`config.mk`:
```
export PLATFORM = sky130hd
export DESIGN_NAME = sfdl_core
export DESIGN_NICKNAME = d
export VERILOG_FILES = /design/src/design/sfdl_pkg.sv /design/src/design/sfdl_core.sv
export SDC_FILE = /design/constraint.sdc
export NUM_CORES = 1
export LEC_CHECK = 0
export BUFFER_PORTS_ARGS = -buffer_cell sky130_fd_sc_hd__buf_2
export CAP_MARGIN = 20
export CORE_ASPECT_RATIO = 0.5
export CORE_MARGIN = 2
export CORE_UTILIZATION = 55
export DETAILED_ROUTE_END_ITERATION = 8
export PLACE_DENSITY = 0.77
export SLEW_MARGIN = 20
export SYNTH_ARGS = -nofsm -noshare
export SYNTH_HDL_FRONTEND = slang
export SYNTH_SLANG_ARGS = --single-unit
```
`constraint.sdc`:
```
create_clock -name i_sys_clk -period 2.1 [get_ports i_sys_clk]
set_clock_uncertainty 0.05 [all_clocks]
set_input_delay 0.42 -clock i_sys_clk [delete_from_list [all_inputs] [get_ports i_sys_clk]]
set_output_delay 0.42 -clock i_sys_clk [all_outputs]
set_load 0.01 [all_outputs]
```
`src/design/sfdl_pkg.sv`:
```
// Constants for the switch fault diagnosis latches
// Notes on behaviour
// - Configuration write with bit 0 clears thermal latches
// - Error flag is over-temperature OR over-load
// - Over-load monitor is latched into sticky flag
// - Diagnosis frame clears over-load flags at second edge
// - Thermal latch holds channel off until cleared
// - Error copy held clear until third edge
// - First diagnosis after clear still shows old error
// - Persistent over-load sets the flag again immediately
// - Thermal flag latches always; only clear command resets
// - Fault conditions while on report error one
// - Bypass monitor reports comparator of selected channel
// - Serial interface selects or disables sense channel
// - Dynamic shutdown flag clears on read, sets again
// - Channel-on bits switch channels, gated by shutdown latches
package sfdl_pkg;
  localparam int NCH = 5;
  localparam int FRAME_BITS = 8;
  localparam logic [3:0] FRAME_LEN = 4'h8;
  // Frame layout, most significant bit first
  localparam int BIT_WRITE = 7;
  localparam int BIT_RDBK_SEL = 6;
  localparam int ADDR_HI = 5;
  localparam int ADDR_LO = 4;
  localparam int CLR_THERM_BIT = 0;
  localparam int RST_BIT = 1;
  localparam int PWM_BIT = 3;
  localparam int MUX_HI = 2;
  localparam logic [1:0] ADDR_PCR = 2'h1;
  localparam logic [1:0] ADDR_HW_CFG = 2'h2;
  localparam logic [1:0] ADDR_DIAG_CTRL = 2'h3;
  // Reset values
  localparam logic [NCH-1:0] OUT_RST = 5'h00;
  localparam logic PWM_RST = 1'b0;
  localparam logic [2:0] MUX_RST = 3'h6;
  // Mux codes at or above this value disable the sense output
  localparam logic [2:0] MUX_FIRST_OFF = 3'h5;
  // Rising-edge counts (before increment) for the in-frame actions
  localparam logic [3:0] OL_CLR_CNT = 4'h1;
  localparam logic [3:0] OT_ARM_CNT = 4'h2;
  localparam logic [3:0] CNT_MAX = 4'hf;
  // Answer words
  localparam logic [2:0] DIAG_HEAD = 3'h0;
  localparam logic RDBK_MARK = 1'b1;
endpackage

```
`src/design/sfdl_core.sv`:
```
// Fault latches, diagnosis word and control registers behind the serial port
module sfdl_core (
  input wire logic i_sys_clk,
  input wire logic i_nrst,
  input wire logic i_sclk,
  input wire logic i_cs_n,
  input wire logic i_si,
  output logic o_so,
  output logic o_so_oe,
  input wire logic [sfdl_pkg::NCH-1:0] i_overtemp,
  input wire logic [sfdl_pkg::NCH-1:0] i_overload_mon,
  input wire logic [sfdl_pkg::NCH-1:0] i_dyn_shutdown,
  input wire logic [sfdl_pkg::NCH-1:0] i_bypass_cmp,
  input wire logic [sfdl_pkg::NCH-1:0] i_chan_input,
  output logic [sfdl_pkg::NCH-1:0] o_gate_on,
  output logic [sfdl_pkg::NCH-1:0] o_channel_error_flag,
  output logic [sfdl_pkg::NCH-1:0] o_thermal_latch,
  output logic [2:0] o_sense_select,
  output logic o_sense_enable
);
  localparam int N = sfdl_pkg::NCH;
  localparam int SW = 3 + 5 * N;
  // Idle levels: clock low, select high, so reset leaves no false edge
  localparam logic [SW-1:0] SYNC_IDLE = {2'b01, {(SW - 2){1'b0}}};

  // Two-flop synchronisers for every asynchronous input
  logic [SW-1:0] sync1;
  logic [SW-1:0] sync2;
  always_ff @(posedge i_sys_clk) begin
    if (!i_nrst) begin
      sync1 <= SYNC_IDLE;
      sync2 <= SYNC_IDLE;
    end else begin
      sync1 <= {i_sclk, i_cs_n, i_si, i_overtemp, i_overload_mon, i_dyn_shutdown,
                i_bypass_cmp, i_chan_input};
      sync2 <= sync1;
    end
  end

  wire sclk_s = sync2[SW-1];
  wire cs_n_s = sync2[SW-2];
  wire si_s = sync2[SW-3];
  wire [N-1:0] ot_s = sync2[5*N-1:4*N];
  wire [N-1:0] ol_s = sync2[4*N-1:3*N];
  wire [N-1:0] dyn_s = sync2[3*N-1:2*N];
  wire [N-1:0] byp_s = sync2[2*N-1:N];
  wire [N-1:0] in_s = sync2[N-1:0];

  // Edge detection on the synchronised serial clock and select
  logic sclk_d;
  logic cs_n_d;
  always_ff @(posedge i_sys_clk) begin
    if (!i_nrst) begin
      sclk_d <= 1'b0;
      cs_n_d <= 1'b1;
    end else begin
      sclk_d <= sclk_s;
      cs_n_d <= cs_n_s;
    end
  end

  wire frame_start = cs_n_d & ~cs_n_s;
  wire frame_end = ~cs_n_d & cs_n_s;
  wire sclk_rise = ~sclk_d & sclk_s & ~cs_n_s;
  wire sclk_fall = sclk_d & ~sclk_s & ~cs_n_s;

  // Frame shifter
  logic [3:0] bit_cnt;
  logic [sfdl_pkg::FRAME_BITS-1:0] rx_sr;
  logic [sfdl_pkg::FRAME_BITS-1:0] tx_sr;
  logic resp_diag;
  logic rd_pend;
  logic rd_sel;
  logic [1:0] rd_addr;

  wire frame_ok = frame_end & (bit_cnt == sfdl_pkg::FRAME_LEN);
  wire is_write = rx_sr[sfdl_pkg::BIT_WRITE];
  wire is_sel = rx_sr[sfdl_pkg::BIT_RDBK_SEL];
  wire [1:0] addr = rx_sr[sfdl_pkg::ADDR_HI:sfdl_pkg::ADDR_LO];
  wire wr_out = frame_ok & is_write & ~is_sel;
  wire wr_pcr = frame_ok & is_write & is_sel & (addr == sfdl_pkg::ADDR_PCR);
  wire wr_hw_cfg = frame_ok & is_write & is_sel & (addr == sfdl_pkg::ADDR_HW_CFG);
  wire wr_diag_ctrl = frame_ok & is_write & is_sel & (addr == sfdl_pkg::ADDR_DIAG_CTRL);
  wire clr_therm_cmd = wr_hw_cfg & rx_sr[sfdl_pkg::CLR_THERM_BIT];
  wire rst_cmd = wr_hw_cfg & rx_sr[sfdl_pkg::RST_BIT];

  always_ff @(posedge i_sys_clk) begin
    if (!i_nrst) begin
      bit_cnt <= 4'h0;
      rx_sr <= '0;
    end else if (frame_start) begin
      bit_cnt <= 4'h0;
    end else if (sclk_rise) begin
      rx_sr <= {rx_sr[sfdl_pkg::FRAME_BITS-2:0], si_s};
      if (bit_cnt != sfdl_pkg::CNT_MAX) begin
        bit_cnt <= bit_cnt + 4'h1;
      end
    end
  end

  // A read request is answered in place of the diagnosis word next frame
  always_ff @(posedge i_sys_clk) begin
    if (!i_nrst) begin
      rd_pend <= 1'b0;
      rd_sel <= 1'b0;
      rd_addr <= 2'h0;
    end else if (frame_ok) begin
      rd_pend <= ~is_write;
      rd_sel <= is_sel;
      rd_addr <= addr;
    end
  end

  // Control registers
  logic [N-1:0] out_reg;
  logic pwm_and;
  logic [2:0] mux_sel;
  always_ff @(posedge i_sys_clk) begin
    if (!i_nrst || rst_cmd) begin
      out_reg <= sfdl_pkg::OUT_RST;
      pwm_and <= sfdl_pkg::PWM_RST;
      mux_sel <= sfdl_pkg::MUX_RST;
    end else begin
      if (wr_out) begin
        out_reg <= rx_sr[N-1:0];
      end
      if (wr_pcr) begin
        pwm_and <= rx_sr[sfdl_pkg::PWM_BIT];
      end
      if (wr_diag_ctrl) begin
        mux_sel <= rx_sr[sfdl_pkg::MUX_HI:0];
      end
    end
  end

  // Sense routing and bypass monitor of the selected channel
  wire sense_en = mux_sel < sfdl_pkg::MUX_FIRST_OFF;
  wire [N-1:0] byp_shift = byp_s >> mux_sel;
  wire bypass_monitor_result = sense_en & byp_shift[0];

  // Over-load clear and over-temperature re-arm timing within a frame
  wire ol_clear = sclk_rise & resp_diag & (bit_cnt == sfdl_pkg::OL_CLR_CNT);
  logic clr_therm_armed;
  logic ot_hold;
  always_ff @(posedge i_sys_clk) begin
    if (!i_nrst) begin
      clr_therm_armed <= 1'b0;
      ot_hold <= 1'b0;
    end else if (clr_therm_cmd) begin
      clr_therm_armed <= 1'b1;
    end else if (frame_start && clr_therm_armed) begin
      clr_therm_armed <= 1'b0;
      ot_hold <= 1'b1;
    end else if (frame_end || (sclk_rise && bit_cnt == sfdl_pkg::OT_ARM_CNT)) begin
      ot_hold <= 1'b0;
    end
  end

  // Per-channel latches
  logic [N-1:0] therm;
  logic [N-1:0] err_ot;
  logic [N-1:0] err_ol;
  wire [N-1:0] err_all = err_ot | err_ol;
  wire [N-1:0] drive = pwm_and ? (out_reg & in_s) : (out_reg | in_s);

  genvar ch;
  generate
    for (ch = 0; ch < N; ch++) begin : g_ch
      always_ff @(posedge i_sys_clk) begin
        if (!i_nrst) begin
          therm[ch] <= 1'b0;
          err_ot[ch] <= 1'b0;
          err_ol[ch] <= 1'b0;
          o_gate_on[ch] <= 1'b0;
        end else begin
          // Set wins over the clear command
          therm[ch] <= (therm[ch] & ~clr_therm_cmd) | ot_s[ch];
          err_ot[ch] <= ~ot_hold & (err_ot[ch] | therm[ch]);
          err_ol[ch] <= (err_ol[ch] & ~ol_clear) | ol_s[ch] | dyn_s[ch];
          o_gate_on[ch] <= drive[ch] & ~therm[ch] & ~dyn_s[ch];
        end
      end
    end
  endgenerate

  // Answer word loaded at the start of each frame
  logic [sfdl_pkg::FRAME_BITS-1:0] rdbk_word;
  always_comb begin
    rdbk_word = '0;
    rdbk_word[sfdl_pkg::BIT_WRITE] = sfdl_pkg::RDBK_MARK;
    rdbk_word[sfdl_pkg::BIT_RDBK_SEL] = rd_sel;
    if (!rd_sel) begin
      rdbk_word[N-1:0] = out_reg;
    end else begin
      rdbk_word[sfdl_pkg::ADDR_HI:sfdl_pkg::ADDR_LO] = rd_addr;
      if (rd_addr == sfdl_pkg::ADDR_PCR) begin
        rdbk_word[sfdl_pkg::PWM_BIT] = pwm_and;
      end else if (rd_addr == sfdl_pkg::ADDR_DIAG_CTRL) begin
        rdbk_word[sfdl_pkg::PWM_BIT] = bypass_monitor_result;
        rdbk_word[sfdl_pkg::MUX_HI:0] = mux_sel;
      end
    end
  end

  wire [sfdl_pkg::FRAME_BITS-1:0] diag_word = {sfdl_pkg::DIAG_HEAD, err_all};

  always_ff @(posedge i_sys_clk) begin
    if (!i_nrst) begin
      tx_sr <= '0;
      resp_diag <= 1'b0;
    end else if (frame_start) begin
      // Captured before any in-frame clear takes effect
      tx_sr <= rd_pend ? rdbk_word : diag_word;
      resp_diag <= ~rd_pend;
    end else if (sclk_fall) begin
      tx_sr <= {tx_sr[sfdl_pkg::FRAME_BITS-2:0], 1'b0};
    end
  end

  always_ff @(posedge i_sys_clk) begin
    if (!i_nrst) begin
      o_channel_error_flag <= '0;
      o_thermal_latch <= '0;
      o_sense_select <= sfdl_pkg::MUX_RST;
      o_sense_enable <= 1'b0;
    end else begin
      o_channel_error_flag <= err_all;
      o_thermal_latch <= therm;
      o_sense_select <= mux_sel;
      o_sense_enable <= sense_en;
    end
  end

  assign o_so = tx_sr[sfdl_pkg::FRAME_BITS-1];
  assign o_so_oe = ~cs_n_s;
endmodule

```
==> results of run 1 <==
-- synth_stat cells, types with 2 or more instances --
cell type  count
o21ai_0       12
o311ai_0       2
nor3_1         3
nand2_1       33
nand3_1        4
nor4_1         5
nor2_1        62
nand2b_1       9
nor3_2         2
ha_1           4
dfxtp_1      128
and2_1        61
a311oi_1       3
a211oi_1      10
mux2i_1        8
clkbuf_1      18
nand4_1        4
inv_1          6
a32oi_1        2
a31oi_1        2
a21oi_1       35
-- final cells by class --
class | instances | area share (%)
well taps | 96 | 2.29
clock inverters | 11 | 3.01
inverters | 6 | 0.430
clock buffers | 20 | 8.71
flip-flops and latches | 128 | 48.9
repair buffers | 56 | 5.87
multi-input cells | 279 | 30.8
-- routing by layer --
metal | global-route usage (%) | vias to the layer above | routed length, um
met5 | 0 | - | 0
met4 | 9.78 | 0 | 125
met3 | 9.79 | 17 | 635
met2 | 33.2 | 102 | 3760
met1 | 29.8 | 1424 | 4200
li1 | - | 1571 | -
-- where the power goes --
part / total [uW] / switching [uW] / internal, uW
Sequential: 2570 / 43.5 / 2520
Combinational: 204 / 109 / 95.3
Clock: 2980 / 1050 / 1930
-- per-stage QoR --
stage               total power [uW]  std cells
finish                          5750        596
global route                    5940        596
CTS                             5790        596
detailed placement              2820        565
global placement                2810        565
floorplan                       2730        432
-- final timing paths --
kind | startpoint | endpoint | slack [ns]
max | sync2[26] | err_ol[4] | 0.22
min | i_cs_n | sync1[26] | 0.15
max reg2reg | sync2[26] | err_ol[4] | 0.22
min reg2reg | sync1[26] | sync2[26] | 0.37
-- worst max-delay path: stages, from the launching register on --
cell	delay, ns
dfxtp_1	0.39
or3b_4	0.47
nor3_2	0.16
nand3_1	0.27
a211oi_1	0.34
nor2_1	0.07
-- cell families (layout without fill, tap and decap cells) --
| kind of cell | after synthesis | count (layout) | synth area share (%) |
|---|---|---|---|
| AO/OA/AOI/OAI | 73 | 73 | 10.6 |
| XOR/XNOR | 2 | 2 | 0.410 |
| adder cells (fa/ha/maj) | 4 | 4 | 1.17 |
| buffers and inverters | 25 | 93 | 2.23 |
| flip-flops | 128 | 128 | 60.0 |
| multiplexers | 9 | 9 | 2.14 |
| AND/OR/NAND/NOR | 191 | 191 | 23.5 |
==> summary.md, run 1 <==
| Metric | Value |
|---|---|
| Status | `finished clean` |
| Post-layout utilization of the core | `70.5%` |
| Total Routing Usage GR | `22.9%` |
| Yosys top cell by area | `dfxtp_1` |
| Setup violators final | `0` |
| Post-synthesis instance total | `432` |
| Share of cells above drive strength 1 | `19.2%` |
| WL/cell | `14.6 um` |
| Relative slew slack | `62.6%` |
| Kind of critical path | `register to register` |
| Slew Limit Fails | `0` |
| Placement Setup Slack | `0.292 ns` |
| Final worst slack | `0.224 ns` |
| Final wirelength | `8.72 mm` |
| CTS buffer count | `17` |
| Most frequent cells in the layout | `dfxtp_1 (128), nor2_1 (62), and2_1 (61)` |
| Syn Area/Cell | `9.89 um2` |
| Clock-pin slew on the worst setup and hold paths | `0.05 ns` |
| Multi-input logic area | `1610 um2` |
| Hold WS | `0.145 ns` |
| First-pass GRT wire length | `14.5 mm` |
| Largest net degree at the start of global routing | `42` |
| Ys Warns | `0` |
| Initial antenna violation count | `0` |
| Initial Util | `57.5%` |
| Syn_nets | `466` |
| Number of synthesized register bits | `128` |
| Post-synth EDFFs | `0` |
| H-tree depth | `4` |
| RSZ-0062 raised after global routing | `no` |
| Crit path required time | `2.34 ns` |
| Die W | `129 um` |
| Fmax | `533 MHz` |
| Sequential fraction of the synthesis area | `60.0%` |
| Clock Tree Root | `clkbuf_16` |
| Hold path depth | `2` |
| Hold Path Class | `input pin to register` |
| DIE HEIGHT | `66.3 um` |
| Most common flop cell mapped by yosys | `dfxtp_1` |
| Static Leak | `0.00212 uW` |
| Final Cycle Share | `89.3%` |
| I/O Pins | `51` |
| Final net count | `522` |
| Clock sink count | `128` |
| Area grow syn2layout | `22.7%` |
| Drt initial violations | `241` |
| Post-cts sizing count | `0` |
| Congestion Overflow GR | `0` |
| Port Buffers | `50` |
| DRC viols | `0` |
| Mapped Area | `4270 um2` |
| Cts hold-fix bufs | `0` |
| CORE AREA | `7430 um2` |
| Critical Path Start Type | `register` |
| Post-CTS Setup Repair Bufs | `0` |
| CP arrival | `2.12 ns` |
| Placer Congestion | `0.884` |
| CTS tree | `yes` |
| Vias per inst | `5.22` |
| Placed cell areas | `4630 um2` |
| Netlist cell types | `40` |
| Worst r2r path cells | `5` |
| Area contributors post-synth | `dfxtp_1 (60%), and2_1 (8.9%), nor2_1 (5.4%)` |
| Setup TNS | `0 ns` |
| Sequential cell area | `2560 um2` |
| Initial DRT Pass Iterations | `5` |
| # fillers | `565` |
| Number of global-route vias before repair | `2988` |
| ANT cells | `0` |
| MaxCap Viol Count | `0` |
| Post-synth top area share | `60.0%` |
| Crit path max fanout | `7` |
| Biggest regs | `sync1 x28, sync2 x28` |
| Most frequent standard cell in the layout excluding fill and tap cells | `dfxtp_1` |
| Clock Latency Late Sink | `0.41 ns` |
| PwrDens | `1100 nW/um2` |
| Post-synth ARST share | `0%` |
| Final min period | `1.88 ns` |
| Clock buffer depth | `2` |
| Least-Margin Pin Slew | `0.560 ns` |
| Post-route cell area | `5240 um2` |
| # rows | `22` |
| Worst vdd ir | `0.000790 V` |
| Dpl hpwl | `5.81 mm` |
| Final ANT Viol Nets | `0` |
| Final hold violations | `0` |
| Die ar. | `8530 um2` |
| Routed via count | `3114` |
| Setup crit end kind | `register` |
Note: power is estimated with default switching activity, not from simulation.
==> inputs of run 2 (changes only) <==
- CELL_PAD_IN_SITES_DETAIL_PLACEMENT: not set -> 0
- CELL_PAD_IN_SITES_GLOBAL_PLACEMENT: not set -> 1
- CORE_UTILIZATION: 55 -> 44
- PLACE_DENSITY: 0.77 -> 0.79
==> summary.md, run 2 (synthesis gave the netlist of run 1 again) <==
| Metric | Value |
|---|---|
| Clock sink count | `128 (unchanged)` |
| DIE HEIGHT | `73.7 um (was 66.3 um)` |
| Biggest regs | `sync1 x28, sync2 x28 (unchanged)` |
| CORE AREA | `9450 um2 (was 7430 um2)` |
| Final worst slack | `0.234 ns (was 0.224 ns)` |
| CP max-delay cell | `dfxtp_1 (was or3b_4)` |
| Sequential Power Share | `46.0% (was 44.6%)` |
| Critical Path Start Type | `register (unchanged)` |
| Post-CTS Setup Repair Bufs | `0 (unchanged)` |
| Status | `finished clean (unchanged)` |
| Final ANT Viol Nets | `0 (unchanged)` |
| Final hold violations | `0 (unchanged)` |
| MaxCap Viol Count | `0 (unchanged)` |
| Placer Congestion | `0.821 (was 0.884)` |
| CP arrival | `2.11 ns (was 2.12 ns)` |
| Crit path max fanout | `7 (unchanged)` |
| Setup violators final | `0 (unchanged)` |
| Slew Limit Fails | `0 (unchanged)` |
| Initial DRT Pass Iterations | `4 (was 5)` |
| Hold Path Class | `input pin to register (unchanged)` |
| H-tree depth | `4 (unchanged)` |
| I/O Pins | `51 (unchanged)` |
| ANT cells | `0 (unchanged)` |
| Routed via count | `3013 (was 3114)` |
| Kind of critical path | `register to register (unchanged)` |
| Number of global-route vias before repair | `2779 (was 2988)` |
| # fillers | `843 (was 565)` |
| Global Route met2 Usage | `24.9% (was 33.2%)` |
| Area grow syn2layout | `23.1% (was 22.7%)` |
| Power Total | `5570 uW (was 5750 uW)` |
| Largest net degree at the start of global routing | `58 (was 42)` |
| Met1 GRT Util | `25.2% (was 29.8%)` |
| Total Routing Usage GR | `17.9% (was 22.9%)` |
| Clock-pin slew on the worst setup and hold paths | `0.06 ns (was 0.05 ns)` |
| Setup crit end kind | `register (unchanged)` |
| CTS buffer count | `17 (unchanged)` |
| Initial antenna violation count | `0 (unchanged)` |
| Final Cycle Share | `88.9% (was 89.3%)` |
| PwrDens | `1060 nW/um2 (was 1100 nW/um2)` |
| Initial Util | `45.2% (was 57.5%)` |
| Final wirelength | `8.63 mm (was 8.72 mm)` |
| Congestion Overflow GR | `0 (unchanged)` |
| Port Buffers | `50 (unchanged)` |
| Layout Cells excl Fill | `638 (was 596)` |
| Post-layout utilization of the core | `55.7% (was 70.5%)` |
| Most frequent standard cell in the layout excluding fill and tap cells | `dfxtp_1 (unchanged)` |
| Relative slew slack | `63.7% (was 62.6%)` |
| Clock buffer depth | `2 (unchanged)` |
| Slowest cell delay on critical path | `0.35 ns (was 0.47 ns)` |
| Final min period | `1.87 ns (was 1.88 ns)` |
| Switching share of power | `22.5% (was 20.9%)` |
| Vias per inst | `4.72 (was 5.22)` |
| CTS tree | `yes (unchanged)` |
| Placed cells | `606 (was 565)` |
| Die ar. | `10600 um2 (was 8530 um2)` |
| Clock Tree Root | `clkbuf_16 (unchanged)` |
| CP Cell Sequence | `inv_1 -> ha_1 -> nand4b_4 -> nor4_2 -> nand2_1 -> a21oi_1 -> nor2_1 (was or3b_4 -> nor3_2 -> nand3_1 -> a211oi_1 -> nor2_1)` |
| Clock Latency Late Sink | `0.41 ns (about the same)` |
| Drt initial violations | `185 (was 241)` |
| # rows | `25 (was 22)` |
| Worst vdd ir | `0.000556 V (was 0.000790 V)` |
| Cts hold-fix bufs | `0 (unchanged)` |
| Share of cells above drive strength 1 | `19.9% (was 19.2%)` |
| Setup TNS | `0 ns (unchanged)` |
| WL/cell | `13.5 um (was 14.6 um)` |
| Final net count | `524 (was 522)` |
| Die W | `143 um (was 129 um)` |
| Pint | `4320 uW (was 4550 uW)` |
| Gr busiest metal | `met1 (was met2)` |
| Placement Setup Slack | `0.234 ns (was 0.292 ns)` |
| Dpl hpwl | `5.90 mm (was 5.81 mm)` |
| DRC viols | `0 (unchanged)` |
| Post-cts sizing count | `0 (unchanged)` |
| Most frequent cells in the layout | `dfxtp_1 (128), nor2_1 (62), and2_1 (61) (unchanged)` |
| Gate power share | `3.5% (was 3.6%)` |
| Crit path required time | `2.34 ns (about the same)` |
| Met3 Usage GRT | `4.56% (was 9.79%)` |
| Least-Margin Pin Slew | `0.543 ns (was 0.560 ns)` |
| Switching power total | `1250 uW (was 1200 uW)` |
| Static Leak | `0.00211 uW (was 0.00212 uW)` |
| Fmax | `536 MHz (was 533 MHz)` |
| RSZ-0062 raised after global routing | `no (unchanged)` |
| Clock share of power | `50.5% (was 51.8%)` |
| First-pass GRT wire length | `13.9 mm (was 14.5 mm)` |
[run 2: changes by cell type in the layout (fill, tap and decap cells not counted)]
cell        previous run  this run
clkinvlp_4             2         4
buf_12                 1         0
clkinv_2               0         1
bufinv_16              3         1
clkinv_4               5         3
buf_4                  5         8
clkbuf_1               1         0
inv_6                  1         4
[run 2: per-stage QoR]
stage / cell area (um2) / hold WS, ns
6_report: 5260 / 0.142
5_1_grt: 5260 / 0.150
4_1_cts: 5260 / 0.128
3_5_place_dp: 4680 / 0.357
3_3_place_gp: 4680 / 0.365
2_1_floorplan: 4270 / 0.336
[run 2: area by class of cell]
| class | count | area [um2] | area share [%] |
|---|---|---|---|
| Tap cell | 135 | 169 | 3.21 |
| Clock inverter | 13 | 126 | 2.40 |
| Sequential cell | 128 | 2560 | 48.7 |
| Multi-Input combinational cell | 279 | 1610 | 30.7 |
| Clock buffer | 19 | 453 | 8.61 |
| Timing Repair Buffer | 58 | 310 | 5.90 |
| Inverter | 6 | 22.5 | 0.428 |
[run 2: worst max-delay path: cells and delay by family (launching register included)]
family          cells  cell delay, ns
compound gates      1            0.22
flops               1            0.35
buf+inv             1            0.11
fa+ha+maj           1            0.20
simple gates        4            0.83
[run 2: worst paths after layout]
check | startpoint | end | slack (ns) | cells after the start
setup / recovery | bit_cnt[0] | therm[0] | 0.23 | 7
hold / removal | i_cs_n | sync1[26] | 0.14 | 2
setup reg to reg | bit_cnt[0] | therm[0] | 0.23 | 7
hold reg to reg | sync1[26] | sync2[26] | 0.37 | 1
[run 2: power groups by stage]
| stage | Clock (uW) | Sequential [uW] | Combinational, uW |
|---|---|---|---|
| final | 2810 | 2570 | 194 |
| after global routing | 2980 | 2570 | 224 |
| after CTS | 2860 | 2560 | 197 |
| after detailed placement | 0 | 2620 | 195 |
| after global placement | 0 | 2620 | 193 |
| after floorplan | 0 | 2610 | 120 |
[run 2: layer usage]
metal	vias to the layer above	part of all wire [%]
li1	1565	-
met1	1373	51
met2	61	42
met3	14	5.2
met4	0	1.8
met5	-	0
